## config.mk

```make
export PLATFORM = sky130hd
export DESIGN_NAME = cry_req_parser
export DESIGN_NICKNAME = d
export VERILOG_FILES = /design/src/rtl/cry_buf2.v /design/src/rtl/cry_req_parser.v
export VERILOG_INCLUDE_DIRS = /design/src /design/src/rtl
export SDC_FILE = /design/constraint.sdc
export NUM_CORES = 2
export LEC_CHECK = 0
export ABC_AREA = 0
export BUFFER_PORTS_ARGS = -buffer_cell sky130_fd_sc_hd__buf_2
export CORE_MARGIN = 3
export CORE_UTILIZATION = 40
export CTS_CLUSTER_DIAMETER = 200
export DETAILED_ROUTE_END_ITERATION = 10
export GPL_TIMING_DRIVEN = 0
export HOLD_SLACK_MARGIN = 0.15
export SLEW_MARGIN = 20
export SYNTH_ARGS = -nofsm -noshare
export SYNTH_HDL_FRONTEND = slang
export SYNTH_SLANG_ARGS = --single-unit
```

## constraint.sdc

```tcl
create_clock -name clk -period 7.2 [get_ports clk]
set_clock_uncertainty 0.2 [all_clocks]
set_input_delay 0.36 -clock clk [delete_from_list [all_inputs] [get_ports clk]]
set_output_delay 0.36 -clock clk [all_outputs]
set_load 0.01 [all_outputs]
```

## src/rtl/cry_map.vh

```
// field offsets, codes and counts for the symmetric/aead request parser
`ifndef CRY_MAP_VH
`define CRY_MAP_VH
// general header, in 32-bit words
`define CRY_HDR_WORDS 3'h6
`define CRY_HDR_OPCODE 3'h0
`define CRY_HDR_SID_LO 3'h2
`define CRY_HDR_SID_HI 3'h3
`define CRY_HDR_FLAG 3'h4
`define CRY_FLAG_SESSION 32'h00000001
// opcodes
`define CRY_OPC_CIPHER_ENC 32'h00000000
`define CRY_OPC_CIPHER_DEC 32'h00000001
`define CRY_OPC_AEAD_ENC 32'h00000300
`define CRY_OPC_AEAD_DEC 32'h00000301
// symmetric op types
`define CRY_SYM_CIPHER 32'h00000001
`define CRY_SYM_CHAIN 32'h00000002
// body length in words: symmetric 40/72-byte header plus op_type (plus padding), aead 24/32-byte header
`define CRY_SYM_SS_WORDS 5'h0C
`define CRY_SYM_SL_WORDS 5'h13
`define CRY_SYM_SS_OPT 5'h0A
`define CRY_SYM_SL_OPT 5'h12
`define CRY_AEAD_SS_WORDS 5'h06
`define CRY_AEAD_SL_WORDS 5'h08
// cipher fields
`define CRY_CI_SS_IV 5'h00
`define CRY_CI_SL_IV 5'h03
// chain fields (iv, src, dst follow in order; aad and hash further on)
`define CRY_CH_SS_IV 5'h00
`define CRY_CH_SS_AAD 5'h07
`define CRY_CH_SS_HASH 5'h08
`define CRY_CH_SL_IV 5'h08
`define CRY_CH_SL_AAD 5'h0F
`define CRY_CH_SL_HASH 5'h10
// aead fields
`define CRY_AE_SS_IV 5'h00
`define CRY_AE_SS_AAD 5'h01
`define CRY_AE_SS_SRC 5'h02
`define CRY_AE_SS_DST 5'h03
`define CRY_AE_SS_TAG 5'h04
`define CRY_AE_SL_IV 5'h03
`define CRY_AE_SL_TAG 5'h04
`define CRY_AE_SL_AAD 5'h05
`define CRY_AE_SL_SRC 5'h06
`define CRY_AE_SL_DST 5'h07
// completion codes
`define CRY_ST_OK 8'h00
`define CRY_ST_ERR 8'h01
`define CRY_ST_BADMSG 8'h02
`define CRY_ST_NOTSUPP 8'h03
`define CRY_ST_INVSESS 8'h04
`endif

```

## src/rtl/cry_buf2.v

```verilog
// two-entry buffer with valid/ready on both sides
`timescale 1ns/1ps
module cry_buf2 #(
    parameter W = 34
) (
    // clock and reset
    input wire clk,
    input wire rst,
    // fill side
    input wire in_valid,
    output wire in_ready,
    input wire [W-1:0] in_data,
    // drain side
    output wire out_valid,
    input wire out_ready,
    output wire [W-1:0] out_data,
    output wire empty
);
    reg [W-1:0] mem_r [0:1];
    reg wp_r;
    reg rp_r;
    reg [1:0] cnt_r;
    wire push;
    wire pop;

    // handshakes from occupancy
    assign in_ready = (cnt_r != 2'h2);
    assign out_valid = (cnt_r != 2'h0);
    assign empty = (cnt_r == 2'h0);
    assign out_data = mem_r[rp_r];
    assign push = in_valid && in_ready;
    assign pop = out_valid && out_ready;

    // storage and pointers
    always @(posedge clk) begin
        if (rst) begin
            wp_r <= 1'b0;
            rp_r <= 1'b0;
            cnt_r <= 2'h0;
        end else begin
            if (push) begin
                mem_r[wp_r] <= in_data;
                wp_r <= ~wp_r;
            end
            if (pop)
                rp_r <= ~rp_r;
            if (push && !pop)
                cnt_r <= cnt_r + 2'h1;
            else if (pop && !push)
                cnt_r <= cnt_r - 2'h1;
        end
    end
endmodule // cry_buf2

```

## src/rtl/cry_req_parser.v

```verilog
// request decoder and completion for cipher, chaining and aead requests
`timescale 1ns/1ps
`include "cry_map.vh"
module cry_req_parser (
    // clock and reset
    input wire clk,
    input wire rst,
    // negotiated features
    input wire feat_cipher_sl,
    input wire feat_aead_sl,
    // request words from the data queue
    input wire req_valid,
    input wire [31:0] req_data,
    input wire req_last,
    output wire req_ready,
    // session lookup
    output wire [63:0] sess_id,
    input wire sess_ok,
    // command to the cipher engine
    output wire cmd_valid,
    input wire cmd_ready,
    output reg cmd_aead,
    output reg cmd_chain,
    output reg cmd_decrypt,
    output reg cmd_stateless,
    output reg cmd_aad_rd,
    output reg [31:0] cmd_iv_len,
    output reg [31:0] cmd_src_len,
    output reg [31:0] cmd_dst_len,
    output reg [31:0] cmd_aad_len,
    output reg [31:0] cmd_aux_len,
    // engine results: kind 0 cipher output, 1 hash or tag
    input wire res_valid,
    output wire res_ready,
    input wire [31:0] res_data,
    input wire res_kind,
    input wire iv_upd_valid,
    input wire [1:0] iv_upd_idx,
    input wire [31:0] iv_upd_data,
    input wire done_valid,
    input wire done_unsupp,
    input wire done_err,
    input wire done_tag_ok,
    // writes into the request's write-only part
    output wire wr_valid,
    input wire wr_ready,
    output wire [31:0] wr_addr,
    output wire [31:0] wr_data,
    output reg iv_wr_valid,
    output reg [1:0] iv_wr_idx,
    output reg [31:0] iv_wr_data,
    // completion status
    output wire sts_valid,
    input wire sts_ready,
    output reg [7:0] sts_code
);
    // ------------------------------------------------------------
    // state and storage
    // ------------------------------------------------------------
    localparam S_HDR = 3'h0;
    localparam S_BODY = 3'h1;
    localparam S_DRAIN = 3'h2;
    localparam S_DEC = 3'h3;
    localparam S_CMD = 3'h4;
    localparam S_RUN = 3'h5;
    localparam S_FLUSH = 3'h6;
    localparam S_STS = 3'h7;
    reg [2:0] st_r;
    reg [4:0] wcnt_r;
    reg [31:0] opc_r;
    reg [31:0] flag_r;
    reg [63:0] sid_r;
    reg [31:0] optype_r;
    reg [31:0] flf_r [0:17];
    reg bad_r;
    reg [31:0] dcnt_r;
    reg [31:0] acnt_r;
    reg [31:0] abase_r;
    wire take;
    wire is_aead;
    wire is_sym;
    wire sl_mode;
    wire [4:0] body_n;
    wire [4:0] opt_idx;
    wire res_take;
    wire buf_in_ready;
    wire buf_empty;
    wire [63:0] buf_out;
    wire [31:0] addr_nxt;
    // field fetch by word index
    function [31:0] fld(input [4:0] idx);
        fld = flf_r[idx];
    endfunction
    // ------------------------------------------------------------
    // header decode
    // ------------------------------------------------------------
    // opcode picks service
    assign is_aead = (opc_r == `CRY_OPC_AEAD_ENC) || (opc_r == `CRY_OPC_AEAD_DEC);
    assign is_sym = (opc_r == `CRY_OPC_CIPHER_ENC) || (opc_r == `CRY_OPC_CIPHER_DEC);
    assign sl_mode = (is_aead ? feat_aead_sl : feat_cipher_sl) && (flag_r == 32'h00000000);
    assign body_n = is_aead ? (sl_mode ? `CRY_AEAD_SL_WORDS : `CRY_AEAD_SS_WORDS)
                            : (sl_mode ? `CRY_SYM_SL_WORDS : `CRY_SYM_SS_WORDS);
    assign opt_idx = sl_mode ? `CRY_SYM_SL_OPT : `CRY_SYM_SS_OPT;
    assign sess_id = sid_r;
    // queue and engine handshakes
    assign req_ready = (st_r == S_HDR) || (st_r == S_BODY) || (st_r == S_DRAIN);
    assign take = req_valid && req_ready;
    assign cmd_valid = (st_r == S_CMD);
    assign res_ready = (st_r == S_RUN) && buf_in_ready;
    assign res_take = res_valid && res_ready;
    assign sts_valid = (st_r == S_STS);
    assign addr_nxt = res_kind ? abase_r + acnt_r : dcnt_r;
    // ------------------------------------------------------------
    // main sequencer
    // ------------------------------------------------------------
    always @(posedge clk) begin
        if (rst) begin
            st_r <= S_HDR;
            wcnt_r <= 5'h00;
            opc_r <= 32'h00000000;
            flag_r <= 32'h00000000;
            sid_r <= 64'h0000000000000000;
            optype_r <= 32'h00000000;
            bad_r <= 1'b0;
            sts_code <= `CRY_ST_OK;
            cmd_aead <= 1'b0;
            cmd_chain <= 1'b0;
            cmd_decrypt <= 1'b0;
            cmd_stateless <= 1'b0;
            cmd_aad_rd <= 1'b0;
            cmd_iv_len <= 32'h00000000;
            cmd_src_len <= 32'h00000000;
            cmd_dst_len <= 32'h00000000;
            cmd_aad_len <= 32'h00000000;
            cmd_aux_len <= 32'h00000000;
            dcnt_r <= 32'h00000000;
            acnt_r <= 32'h00000000;
            abase_r <= 32'h00000000;
        end else begin
            case (st_r)
                S_HDR: begin
                    if (take) begin
                        case (wcnt_r[2:0])
                            `CRY_HDR_OPCODE: opc_r <= req_data;
                            `CRY_HDR_SID_LO: sid_r[31:0] <= req_data;
                            `CRY_HDR_SID_HI: sid_r[63:32] <= req_data;
                            `CRY_HDR_FLAG: flag_r <= req_data;
                            default: ;
                        endcase
                        if (req_last) begin
                            bad_r <= 1'b1;
                            st_r <= S_DEC;
                        end else if (wcnt_r[2:0] == `CRY_HDR_WORDS - 3'h1) begin
                            wcnt_r <= 5'h00;
                            st_r <= S_BODY;
                        end else begin
                            wcnt_r <= wcnt_r + 5'h01;
                        end
                    end
                end
                S_BODY: begin
                    if (take) begin
                        if (wcnt_r < 5'h12)
                            flf_r[wcnt_r] <= req_data;
                        if (is_sym && wcnt_r == opt_idx)
                            optype_r <= req_data;
                        wcnt_r <= wcnt_r + 5'h01;
                        if (wcnt_r == body_n - 5'h01)
                            st_r <= req_last ? S_DEC : S_DRAIN;
                        else if (req_last) begin
                            bad_r <= 1'b1;
                            st_r <= S_DEC;
                        end
                    end
                end
                // variable part is fetched by the engine itself
                S_DRAIN: begin
                    if (take && req_last)
                        st_r <= S_DEC;
                end
                S_DEC: begin
                    wcnt_r <= 5'h00;
                    dcnt_r <= 32'h00000000;
                    acnt_r <= 32'h00000000;
                    bad_r <= 1'b0;
                    cmd_aead <= is_aead;
                    cmd_stateless <= sl_mode;
                    cmd_decrypt <= opc_r[0];
                    cmd_chain <= is_sym && (optype_r == `CRY_SYM_CHAIN);
                    if (!is_aead && !is_sym) begin
                        sts_code <= `CRY_ST_NOTSUPP;
                        st_r <= S_STS;
                    end else if (bad_r) begin
                        sts_code <= `CRY_ST_ERR;
                        st_r <= S_STS;
                    end else if (!sl_mode && !sess_ok) begin
                        sts_code <= `CRY_ST_INVSESS;
                        st_r <= S_STS;
                    end else if (is_sym && optype_r != `CRY_SYM_CIPHER
                                 && optype_r != `CRY_SYM_CHAIN) begin
                        sts_code <= `CRY_ST_NOTSUPP;
                        st_r <= S_STS;
                    end else if (is_aead) begin
                        cmd_iv_len <= fld(sl_mode ? `CRY_AE_SL_IV : `CRY_AE_SS_IV);
                        cmd_aad_len <= fld(sl_mode ? `CRY_AE_SL_AAD : `CRY_AE_SS_AAD);
                        cmd_src_len <= fld(sl_mode ? `CRY_AE_SL_SRC : `CRY_AE_SS_SRC);
                        cmd_dst_len <= fld(sl_mode ? `CRY_AE_SL_DST : `CRY_AE_SS_DST);
                        cmd_aux_len <= fld(sl_mode ? `CRY_AE_SL_TAG : `CRY_AE_SS_TAG);
                        cmd_aad_rd <= |fld(sl_mode ? `CRY_AE_SL_AAD : `CRY_AE_SS_AAD);
                        abase_r <= fld(sl_mode ? `CRY_AE_SL_SRC : `CRY_AE_SS_SRC);
                        st_r <= S_CMD;
                    end else if (optype_r == `CRY_SYM_CIPHER) begin
                        cmd_iv_len <= fld(sl_mode ? `CRY_CI_SL_IV : `CRY_CI_SS_IV);
                        cmd_src_len <= fld((sl_mode ? `CRY_CI_SL_IV : `CRY_CI_SS_IV) + 5'h01);
                        cmd_dst_len <= fld((sl_mode ? `CRY_CI_SL_IV : `CRY_CI_SS_IV) + 5'h02);
                        cmd_aad_len <= 32'h00000000;
                        cmd_aux_len <= 32'h00000000;
                        cmd_aad_rd <= 1'b0;
                        abase_r <= 32'h00000000;
                        st_r <= S_CMD;
                    end else begin
                        cmd_iv_len <= fld(sl_mode ? `CRY_CH_SL_IV : `CRY_CH_SS_IV);
                        cmd_src_len <= fld((sl_mode ? `CRY_CH_SL_IV : `CRY_CH_SS_IV) + 5'h01);
                        cmd_dst_len <= fld((sl_mode ? `CRY_CH_SL_IV : `CRY_CH_SS_IV) + 5'h02);
                        cmd_aad_len <= fld(sl_mode ? `CRY_CH_SL_AAD : `CRY_CH_SS_AAD);
                        cmd_aux_len <= fld(sl_mode ? `CRY_CH_SL_HASH : `CRY_CH_SS_HASH);
                        cmd_aad_rd <= |fld(sl_mode ? `CRY_CH_SL_AAD : `CRY_CH_SS_AAD);
                        abase_r <= fld((sl_mode ? `CRY_CH_SL_IV : `CRY_CH_SS_IV) + 5'h02);
                        st_r <= S_CMD;
                    end
                end
                S_CMD: begin
                    if (cmd_ready)
                        st_r <= S_RUN;
                end
                S_RUN: begin
                    if (res_take && !res_kind)
                        dcnt_r <= dcnt_r + 32'h00000004;
                    if (res_take && res_kind)
                        acnt_r <= acnt_r + 32'h00000004;
                    if (done_valid) begin
                        st_r <= S_FLUSH;
                        if (done_unsupp)
                            sts_code <= `CRY_ST_NOTSUPP;
                        else if (cmd_aead && cmd_decrypt && !done_tag_ok)
                            sts_code <= `CRY_ST_BADMSG;
                        else if (done_err)
                            sts_code <= `CRY_ST_ERR;
                        else
                            sts_code <= `CRY_ST_OK;
                    end
                end
                S_FLUSH: begin
                    if (buf_empty)
                        st_r <= S_STS;
                end
                S_STS: begin
                    if (sts_ready)
                        st_r <= S_HDR;
                end
                default: st_r <= S_HDR;
            endcase
        end
    end
    // ------------------------------------------------------------
    // iv write-back and output buffer
    // ------------------------------------------------------------
    // iv updated per partial op
    always @(posedge clk) begin
        if (rst) begin
            iv_wr_valid <= 1'b0;
            iv_wr_idx <= 2'h0;
            iv_wr_data <= 32'h00000000;
        end else begin
            iv_wr_valid <= iv_upd_valid && (st_r == S_RUN);
            if (iv_upd_valid) begin
                iv_wr_idx <= iv_upd_idx;
                iv_wr_data <= iv_upd_data;
            end
        end
    end
    // stall from the writer reaches the engine
    cry_buf2 #(.W(64)) u_buf (
        .clk(clk),
        .rst(rst),
        .in_valid(res_valid && (st_r == S_RUN)),
        .in_ready(buf_in_ready),
        .in_data({addr_nxt, res_data}),
        .out_valid(wr_valid),
        .out_ready(wr_ready),
        .out_data(buf_out),
        .empty(buf_empty)
    );
    assign wr_addr = buf_out[63:32];
    assign wr_data = buf_out[31:0];
endmodule // cry_req_parser

```

Word-level counts from Yosys, hierarchy flattened. Memories as Yosys holds them, arrays and structs flattened. A register that Yosys moved wholly into a read port is not among the register bits. Index checks and enable logic that the tools add are counted.

Memory bits (writable): 704. Register bits: 477. Output and inout port bits: 341. Logic and storage cells: 218. Memories: 2.

Memories: flf_r (words 18, bits a word 32, read ports 12, clocked after memory_dff 0, wr ports 1, RTL line cry_req_parser.v:74) `reg [31:0] flf_r [0:17];`; u_buf.mem_r (words 2, bits a word 64, read ports 1, clocked after memory_dff 1, wr ports 1, RTL line cry_buf2.v:19) `reg [W-1:0] mem_r [0:1];`.

Reductions and logical operators: 56. Magnitude comparators: 1. Muxes and demuxes: 79. Bitwise gates (word level): 6. Equality and inequality tests: 35. Add/subtract/negate cells: 11.

Operators with widths (number): 32-bit 2-to-1 mux (15); 32-bit one-hot mux with 2 select lines (2); 32-bit by 3-bit adder with 32-bit output (second input constant) (2); 32-bit by 1-bit == test with 1-bit output (second input constant) (2); 32-bit by 10-bit == test with 1-bit output (second input constant) (2); 32-bit zero test (2); 32-bit OR reduction (2); 3-bit 2-to-1 mux (14); 5-bit 2-to-1 mux (8); 8-bit 2-to-1 mux (5); 32-bit adder (1); 32-bit by 2-bit == test with 1-bit output (second input constant) (1); 32-bit by 1-bit inequality test with 1-bit output (second input constant) (1); 32-bit by 2-bit inequality test with 1-bit output (second input constant) (1); 3-bit one-hot mux with 8 select lines (1); 1-bit logical AND (21); 1-bit 2-to-1 mux (19); 3-bit == test (second input constant) (6); 2-bit 2-to-1 mux (9); 3-bit AND reduction (6); 8-bit one-hot mux with 2 select lines (1); 5-bit by 1-bit adder with 5-bit output (second input constant) (3); 5-bit one-hot mux with 3 select lines (1); 2-bit inequality test (second input constant) (7); other kinds (25) (56).

Logic depth before layout (Yosys ltp).
Depth in word-level cells: 11. Mapped depth: 12. Mapped depth without buffers: 10.

Cells and area by module. Synthesis repeated with hierarchy kept, for this count alone.

Cells, all modules: 3682. Area, all modules: 41441.0 um2.

Modules (own cells, without submodules): cry_req_parser (seq. area each 21780.9 um2, cells each 3455, times used 1, area an instance 36595.1 um2); cry_buf2 (seq. area each 3943.8 um2, cells each 227, times used 1, area an instance 4845.9 um2).

Least setup slack after synthesis. OpenSTA, ideal clock, no wires.

Kind: reg-to-reg. Start: reg st_r[2]. End: mem u_buf.mem_r[1][0], enable pin. Required time: 6.422 ns. Slack: 0.629 ns. Stages on the path, launching flop included: 5. Data arrival time: 5.793 ns. Cells stage by stage: dfxtp_1 > buf_2 > nand3b_2 > or3_1 > nor3b_1.

Word-level cells in the longest chain between the ends: 6.

Ends and longest elaborated chain: from (decl) (RTL line cry_req_parser.v:68) `reg [2:0] st_r;`; from (signal assigned) (RTL line cry_req_parser.v:169) `st_r <= req_last ? S_DEC : S_DRAIN;`; 3-bit == test (RTL line cry_req_parser.v:286) `.in_valid(res_valid && (st_r == S_RUN)),`; 1-bit logical AND (RTL line cry_req_parser.v:286); 1-bit logical AND (RTL line cry_buf2.v:31) `assign push = in_valid && in_ready;`; 1-bit 2-to-1 mux (RTL line cry_buf2.v:41) `if (push) begin`; 1-bit 2-to-1 mux (RTL line cry_buf2.v:36) `if (rst) begin`; 1-bit 2-to-1 mux (not written as such) (RTL line cry_buf2.v:42) `mem_r[wp_r] <= in_data;`; to (decl) (RTL line cry_buf2.v:19).

Every way passes these cells.

Final worst setup path.
Start: reg opc_r[23]. End: reg sts_code[0].

Word-level cells in the longest chain between the ends: 10. Elaborated cells between the ends (all ways): 21. Classes of those cells: 4 x eq/ne; 5 x mux; 12 x reduce/logical.

Ends and longest elaborated chain: from (decl) (RTL line cry_req_parser.v:70) `reg [31:0] opc_r;`; from (signal assigned) (RTL line cry_req_parser.v:144) `` `CRY_HDR_OPCODE: opc_r <= req_data; ``; 32-bit by 10-bit == test with 1-bit output (no line); 1-bit logical OR (RTL line cry_req_parser.v:98) `` assign is_aead = (opc_r == `CRY_OPC_AEAD_ENC) || (opc_r == `CRY_OPC_AEAD_DEC); ``; 1-bit 2-to-1 mux (RTL line cry_req_parser.v:100) `assign sl_mode = (is_aead ? feat_aead_sl : feat_cipher_sl) && (flag_r == 32'h00000000);`; 1-bit logical AND (RTL line cry_req_parser.v:100); 1-bit zero test (RTL line cry_req_parser.v:196) `end else if (!sl_mode && !sess_ok) begin`; 1-bit logical AND (RTL line cry_req_parser.v:196); 8-bit 2-to-1 mux (RTL line cry_req_parser.v:196); 8-bit 2-to-1 mux (RTL line cry_req_parser.v:193) `end else if (bad_r) begin`; 8-bit 2-to-1 mux (RTL line cry_req_parser.v:190) `if (!is_aead && !is_sym) begin`; 8-bit one-hot mux with 2 select lines (RTL line cry_req_parser.v:140) `case (st_r)`; to (signal assigned) (RTL line cry_req_parser.v:191) `` sts_code <= `CRY_ST_NOTSUPP; ``; to (signal assigned) (RTL line cry_req_parser.v:194) `` sts_code <= `CRY_ST_ERR; ``; to (signal assigned) (RTL line cry_req_parser.v:197) `` sts_code <= `CRY_ST_INVSESS; ``; to (decl) (RTL line cry_req_parser.v:55) `output reg [7:0] sts_code`.

Parallel ways exist; a longest one is shown, timed or not. A chain may end at the register's enable or synchronous reset.

==> impl_table.tex <==
\begin{tabular}{lr}
\hline
Metric & Value \\
\hline
\multicolumn{2}{l}{\textbf{STA}} \\
\quad Period Utilization, post-route & 0.720 \\
\quad Actual transition at the worst max-transition pin & approximately 1.3 ns \\
\quad Number of failing setup endpoints in the final timing report & 0 \\
\quad Hold Violations, Final & 0 \\
\quad Slew headroom & 0.129 \\
\quad Final hold slack & roughly 0.19 ns \\
\quad Final Slew Violations & 0 \\
\quad Peak clock frequency supported by timing & 0.193 GHz \\
\quad Unrepaired setup endpoints after global routing & no \\
\quad Min Clock Period, post-route & 5.19 ns \\
\multicolumn{2}{l}{\textbf{Detailed routing}} \\
\quad Post-route DRC & 0 \\
\quad Wire length per cell & 25.4 um \\
\quad First-pass DRT Iterations & 5 \\
\quad Vias post-DR & 33500 \\
\quad Via count normalized by instance count & 5.60 \\
\quad DRT antenna net count & 0 \\
\quad Starting DRC count in detailed routing & between 3000 and 4000 \\
\quad Final routed wirelength across all metal layers & 152 mm \\
\multicolumn{2}{l}{\textbf{Placed design}} \\
\quad Number of buffers inserted by port buffering & 447 \\
\quad Last weighted congestion value of the routability-driven placer & 0.956 \\
\quad Dpl cells & 5651 \\
\quad HPWL after DPL & 109 mm \\
\multicolumn{2}{l}{\textbf{Setup path}} \\
\quad Reg-to-reg critical path endpoint & sts\_code[0]\$\_SDFFE\_PP0P\_ \\
\quad Max FO, Critical Path & 10 \\
\quad Data arrival time at the worst-slack endpoint & 5.57 ns \\
\quad Most frequent cell on the critical path & sky130\_fd\_sc\_hd\_\_dlygate4sd3\_1 \\
\quad Worst Path Class, Setup & reg -> reg \\
\quad Source of the worst register-to-register timing path & opc\_r[23]\$\_SDFFE\_PP0P\_ \\
\quad Cell breakdown of the critical path & nor4\_1 -> nand4\_1 -> o31a\_1 -> o21a\_1 -> buf\_4 -> buf\_6 -> clkbuf\_1 -> nor4b\_1 -> a21oi\_1 -> dlygate4sd3\_1 -> mux2i\_1 -> dlygate4sd3\_1 -> nor2\_1 \\
\quad Number of buffer and inverter stages on the critical path & 5 \\
\quad CP delay by family, top & buffers and inverters \\
\quad Crit path launch type & flop \\
\quad Setup slack of the most critical reg-to-reg path & about 2.0 ns \\
\quad Worst-path cell with the longest stage delay & sky130\_fd\_sc\_hd\_\_nor4b\_1 \\
\quad Worst Reg2Reg Path Length in Cells & 13 \\
\quad Critical Path RT & about 7.6 ns \\
\quad Biggest cell delay along the critical path & slightly below 0.8 ns \\
\quad Worst Setup End Kind & flop \\
\multicolumn{2}{l}{\textbf{Clock network}} \\
\quad Setup repair bufs after CTS & 0 \\
\quad Skew-Pair Late Insertion Delay & 0.71 ns \\
\quad Maximum number of buffers from clock root to sink & 3 \\
\quad Number of clock buffers inserted by TritonCTS & around 110 \\
\quad CTS tree & done \\
\quad Root buffer cell & sky130\_fd\_sc\_hd\_\_clkbuf\_16 \\
\quad Max H-tree Level & 3 \\
\quad Post\_cts resized & 0 \\
\quad Clock Sink Count & 1013 \\
\quad Hold-fix buffers at CTS & 119 \\
\quad Clock slew at reported path FFs & 0.06 ns \\
\multicolumn{2}{l}{\textbf{Synth}} \\
\quad Number of flops mapped to enable cells by yosys & 544 \\
\quad Most frequent cell after synthesis & sky130\_fd\_sc\_hd\_\_nand2\_1 \\
\quad Portion of synthesized cell area occupied by the leading cell type & 0.396 \\
\quad Sequential share of the synthesized area & 0.624 \\
\quad Top cells by count, synth & sky130\_fd\_sc\_hd\_\_nand2\_1, sky130\_fd\_sc\_hd\_\_edfxtp\_1, sky130\_fd\_sc\_hd\_\_dfxtp\_1, sky130\_fd\_sc\_hd\_\_a21oi\_1, sky130\_fd\_sc\_hd\_\_nor2\_1 \\
\quad Post-synth top area cell & sky130\_fd\_sc\_hd\_\_edfxtp\_1 \\
\quad Number of warnings issued by yosys & 0 \\
\quad Primary FF master, synth & sky130\_fd\_sc\_hd\_\_edfxtp\_1 \\
\quad Cell types with the largest area share after synthesis & sky130\_fd\_sc\_hd\_\_edfxtp\_1, sky130\_fd\_sc\_hd\_\_dfxtp\_1, sky130\_fd\_sc\_hd\_\_nand2\_1 \\
\quad Yosys cell types & 79 \\
\quad Share of flip-flops with an asynchronous set or reset & 0 \\
\quad Mapped Area & 0.0412 mm\^{}2 \\
\quad Post-synthesis area per instance & approximately 11 um\^{}2 \\
\quad Register bit count reported by yosys & between 1000 and 1500 \\
\quad Number of standard cells after synthesis & 3797 \\
\multicolumn{2}{l}{\textbf{Power and ir drop}} \\
\quad Combinational share of power & 0.071 \\
\quad Switching share of power & 0.239 \\
\quad Clock share of power & 0.444 \\
\quad Switching power total & 3.04 mW \\
\quad Sequential cell fraction of total power & 0.485 \\
\quad Power Density & 251 mW/mm\^{}2 \\
\quad Internal power summed over all cells & 9.64 mW \\
\quad Leakage power total & 19.1 nW \\
\quad Peak supply drop & 0.000185 V \\
\multicolumn{2}{l}{\textbf{Outcome}} \\
\quad Run status & finished, final reports clean \\
\multicolumn{2}{l}{\textbf{GRT}} \\
\quad Maximum number of pins on one net before global-route repair & 32 \\
\quad Overall routing resource usage & 0.275 \\
\quad Vias in the first global route & 32100 \\
\quad Global route total overflow & 0 \\
\quad Initial antenna violation count & 7 \\
\quad Wire length of the first global-routing pass & approximately 220 mm \\
\multicolumn{2}{l}{\textbf{Hold path}} \\
\quad Type of the worst min-delay path & in -> reg \\
\quad Endpoint with the worst hold slack & u\_buf.mem\_r[0][1]\$\_DFFE\_PP\_ \\
\quad Min-Delay Startpoint & res\_data[1] \\
\quad Instance count along the most critical hold path & 2 \\
\multicolumn{2}{l}{\textbf{Floorplanning}} \\
\quad Core area & 0.102 mm\^{}2 \\
\quad Initial Util & 0.404 \\
\quad Top Ports & 456 \\
\quad FP Rows & roughly 120 \\
\quad Die width & 327 um \\
\quad Area of the die & 0.107 mm\^{}2 \\
\quad Chip height & 327 um \\
\multicolumn{2}{l}{\textbf{Final layout}} \\
\quad Area growth from synthesis to final layout & 22.3\% \\
\quad \# fillers & $\sim$9400 \\
\quad Share of cells above drive strength 1 & 0.187 \\
\quad Core utilization of the finished layout & 0.494 \\
\quad Total Nets Final & 4662 \\
\quad Final standard cell count with taps included and fillers excluded & $\sim$6000 \\
\multicolumn{2}{l}{\textbf{Job}} \\
\quad Max cap viols & 0 \\
\hline
\end{tabular}
cells by family after synthesis:
family                     synth area share
AOI/OAI and AO/OA                     0.116
xor gates and xnor gates             0.0183
adders and majority gates            0.0112
buffers and inverters                0.0285
DFF                                   0.624
muxes                                0.0587
other                             0.0000909
and+or+nand+nor                       0.144
layer usage:
| layer | up-vias | GRT usage | wire length [um] |
|---|---|---|---|
| met5 | - | 0 | 0 |
| met4 | 0 | 0.130 | 7610 |
| met3 | 345 | 0.0644 | 15100 |
| met2 | 1732 | 0.434 | 69400 |
| met1 | 16300 | 0.357 | 59500 |
| li1 | 15100 | - | - |
power by group through the flow:
stage	clock network, mW	logic [mW]	registers, mW
2_1_floorplan	0	0.437	6.28
3_5_place_dp	0	0.836	6.28
4_1_cts	5.68	0.892	6.15
6_report	5.63	0.900	6.15
5_1_grt	5.92	0.955	6.16
3_3_place_gp	0	0.826	6.28
placed cells by master, fill, tap and decap left out, types with 13 or more instances in the layout:
cell | netlist | routed
sky130_fd_sc_hd__dlygate4sd3_1 | 0 | 119
sky130_fd_sc_hd__inv_1 | 25 | 25
sky130_fd_sc_hd__a2111o_1 | 13 | 13
sky130_fd_sc_hd__mux2i_1 | 143 | 143
sky130_fd_sc_hd__edfxtp_1 | 544 | 544
sky130_fd_sc_hd__nor2_1 | 381 | 380
sky130_fd_sc_hd__buf_1 | 16 | 16
sky130_fd_sc_hd__a211oi_1 | 93 | 93
sky130_fd_sc_hd__a311oi_1 | 13 | 13
sky130_fd_sc_hd__clkbuf_16 | 0 | 109
sky130_fd_sc_hd__nand2_1 | 725 | 725
sky130_fd_sc_hd__nor4_1 | 66 | 65
sky130_fd_sc_hd__clkinv_2 | 0 | 28
sky130_fd_sc_hd__xor2_1 | 47 | 47
sky130_fd_sc_hd__o21ai_0 | 88 | 88
sky130_fd_sc_hd__xnor2_1 | 39 | 39
sky130_fd_sc_hd__nand4_1 | 22 | 22
sky130_fd_sc_hd__buf_2 | 56 | 509
sky130_fd_sc_hd__mux2_2 | 83 | 83
sky130_fd_sc_hd__clkbuf_8 | 0 | 17
sky130_fd_sc_hd__clkbuf_1 | 159 | 176
sky130_fd_sc_hd__a311o_1 | 16 | 16
sky130_fd_sc_hd__nor3_1 | 65 | 64
sky130_fd_sc_hd__o221ai_1 | 35 | 35
sky130_fd_sc_hd__nand3_1 | 41 | 41
sky130_fd_sc_hd__a21oi_1 | 401 | 401
sky130_fd_sc_hd__a221oi_1 | 32 | 32
sky130_fd_sc_hd__and3_1 | 15 | 15
sky130_fd_sc_hd__or3_1 | 15 | 15
sky130_fd_sc_hd__buf_4 | 17 | 31
sky130_fd_sc_hd__ha_1 | 37 | 37
sky130_fd_sc_hd__dfxtp_1 | 469 | 469
metrics by stage:
step / setup slack, ns / total power [mW] / instance area, um^2 / TNS, ns
after CTS: 2.25 / 12.7 / 50400 / 0
after floorplan: 0.629 / 6.72 / 41300 / 0
final: 2.01 / 12.7 / 50500 / 0
after detailed placement: 2.66 / 7.11 / 45700 / 0
after global placement: -2.86 / 7.10 / 45200 / -374.08
after global routing: 1.94 / 13.0 / 50400 / 0
final cells by class:
type	count	area [um^2]	share of cell area
Antenna cell	1	2.50	0.0000496
Clock buffer	148	3050	0.0604
Clock inverter	53	533	0.0106
Buffer	249	1080	0.0214
Inverter	27	101	0.00201
Tap cell	1368	1710	0.0339
Multi-Input combinational cell	2512	14400	0.285
Sequential cell	1013	25700	0.510
Timing Repair Buffer	601	3850	0.0764
worst max-delay path by stage:
stage / startpoint / endpoint / slack, ns / cells after the start
finish: opc_r[23]$_SDFFE_PP0P_ / sts_code[0]$_SDFFE_PP0P_ / 2.01 / 13
global placement: rst / u_buf.mem_r[0][8]$_DFFE_PP_ / -2.86 / 4
global route: opc_r[23]$_SDFFE_PP0P_ / sts_code[0]$_SDFFE_PP0P_ / 1.94 / 13
CTS: opc_r[17]$_SDFFE_PP0P_ / sts_code[0]$_SDFFE_PP0P_ / 2.25 / 13
floorplan: st_r[2]$_SDFFE_PP0P_ / u_buf.mem_r[1][0]$_DFFE_PP_ / 0.63 / 4
detailed placement: optype_r[12]$_SDFFE_PP0P_ / cmd_aad_len[31]$_SDFFE_PP0P_ / 2.66 / 10
sequential cells by signal (all words and copies together), names as in the netlist, 2 cells and up, named ones only:
register,flops
flf_r,416
u_buf.mem_r,128
sess_id,64
abase_r,32
cmd_aad_len,32
cmd_aux_len,32
cmd_dst_len,32
cmd_iv_len,32
cmd_src_len,32
flag_r,32
iv_wr_data,32
opc_r,32
optype_r,32
acnt_r,30
dcnt_r,30
wcnt_r,5
st_r,3
sts_code,3
iv_wr_idx,2
u_buf.cnt_r,2
worst register-to-register path, delay by kind of cell (launching register included):
family	cells	cell delay (ns)
AO/OA/AOI/OAI	3	0.78
multiplexers	1	0.13
AND/OR/NAND/NOR	4	1.72
buffers and inverters	5	1.93
flip-flops	1	0.32
No activity file was read; power rests on OpenSTA's default activity.
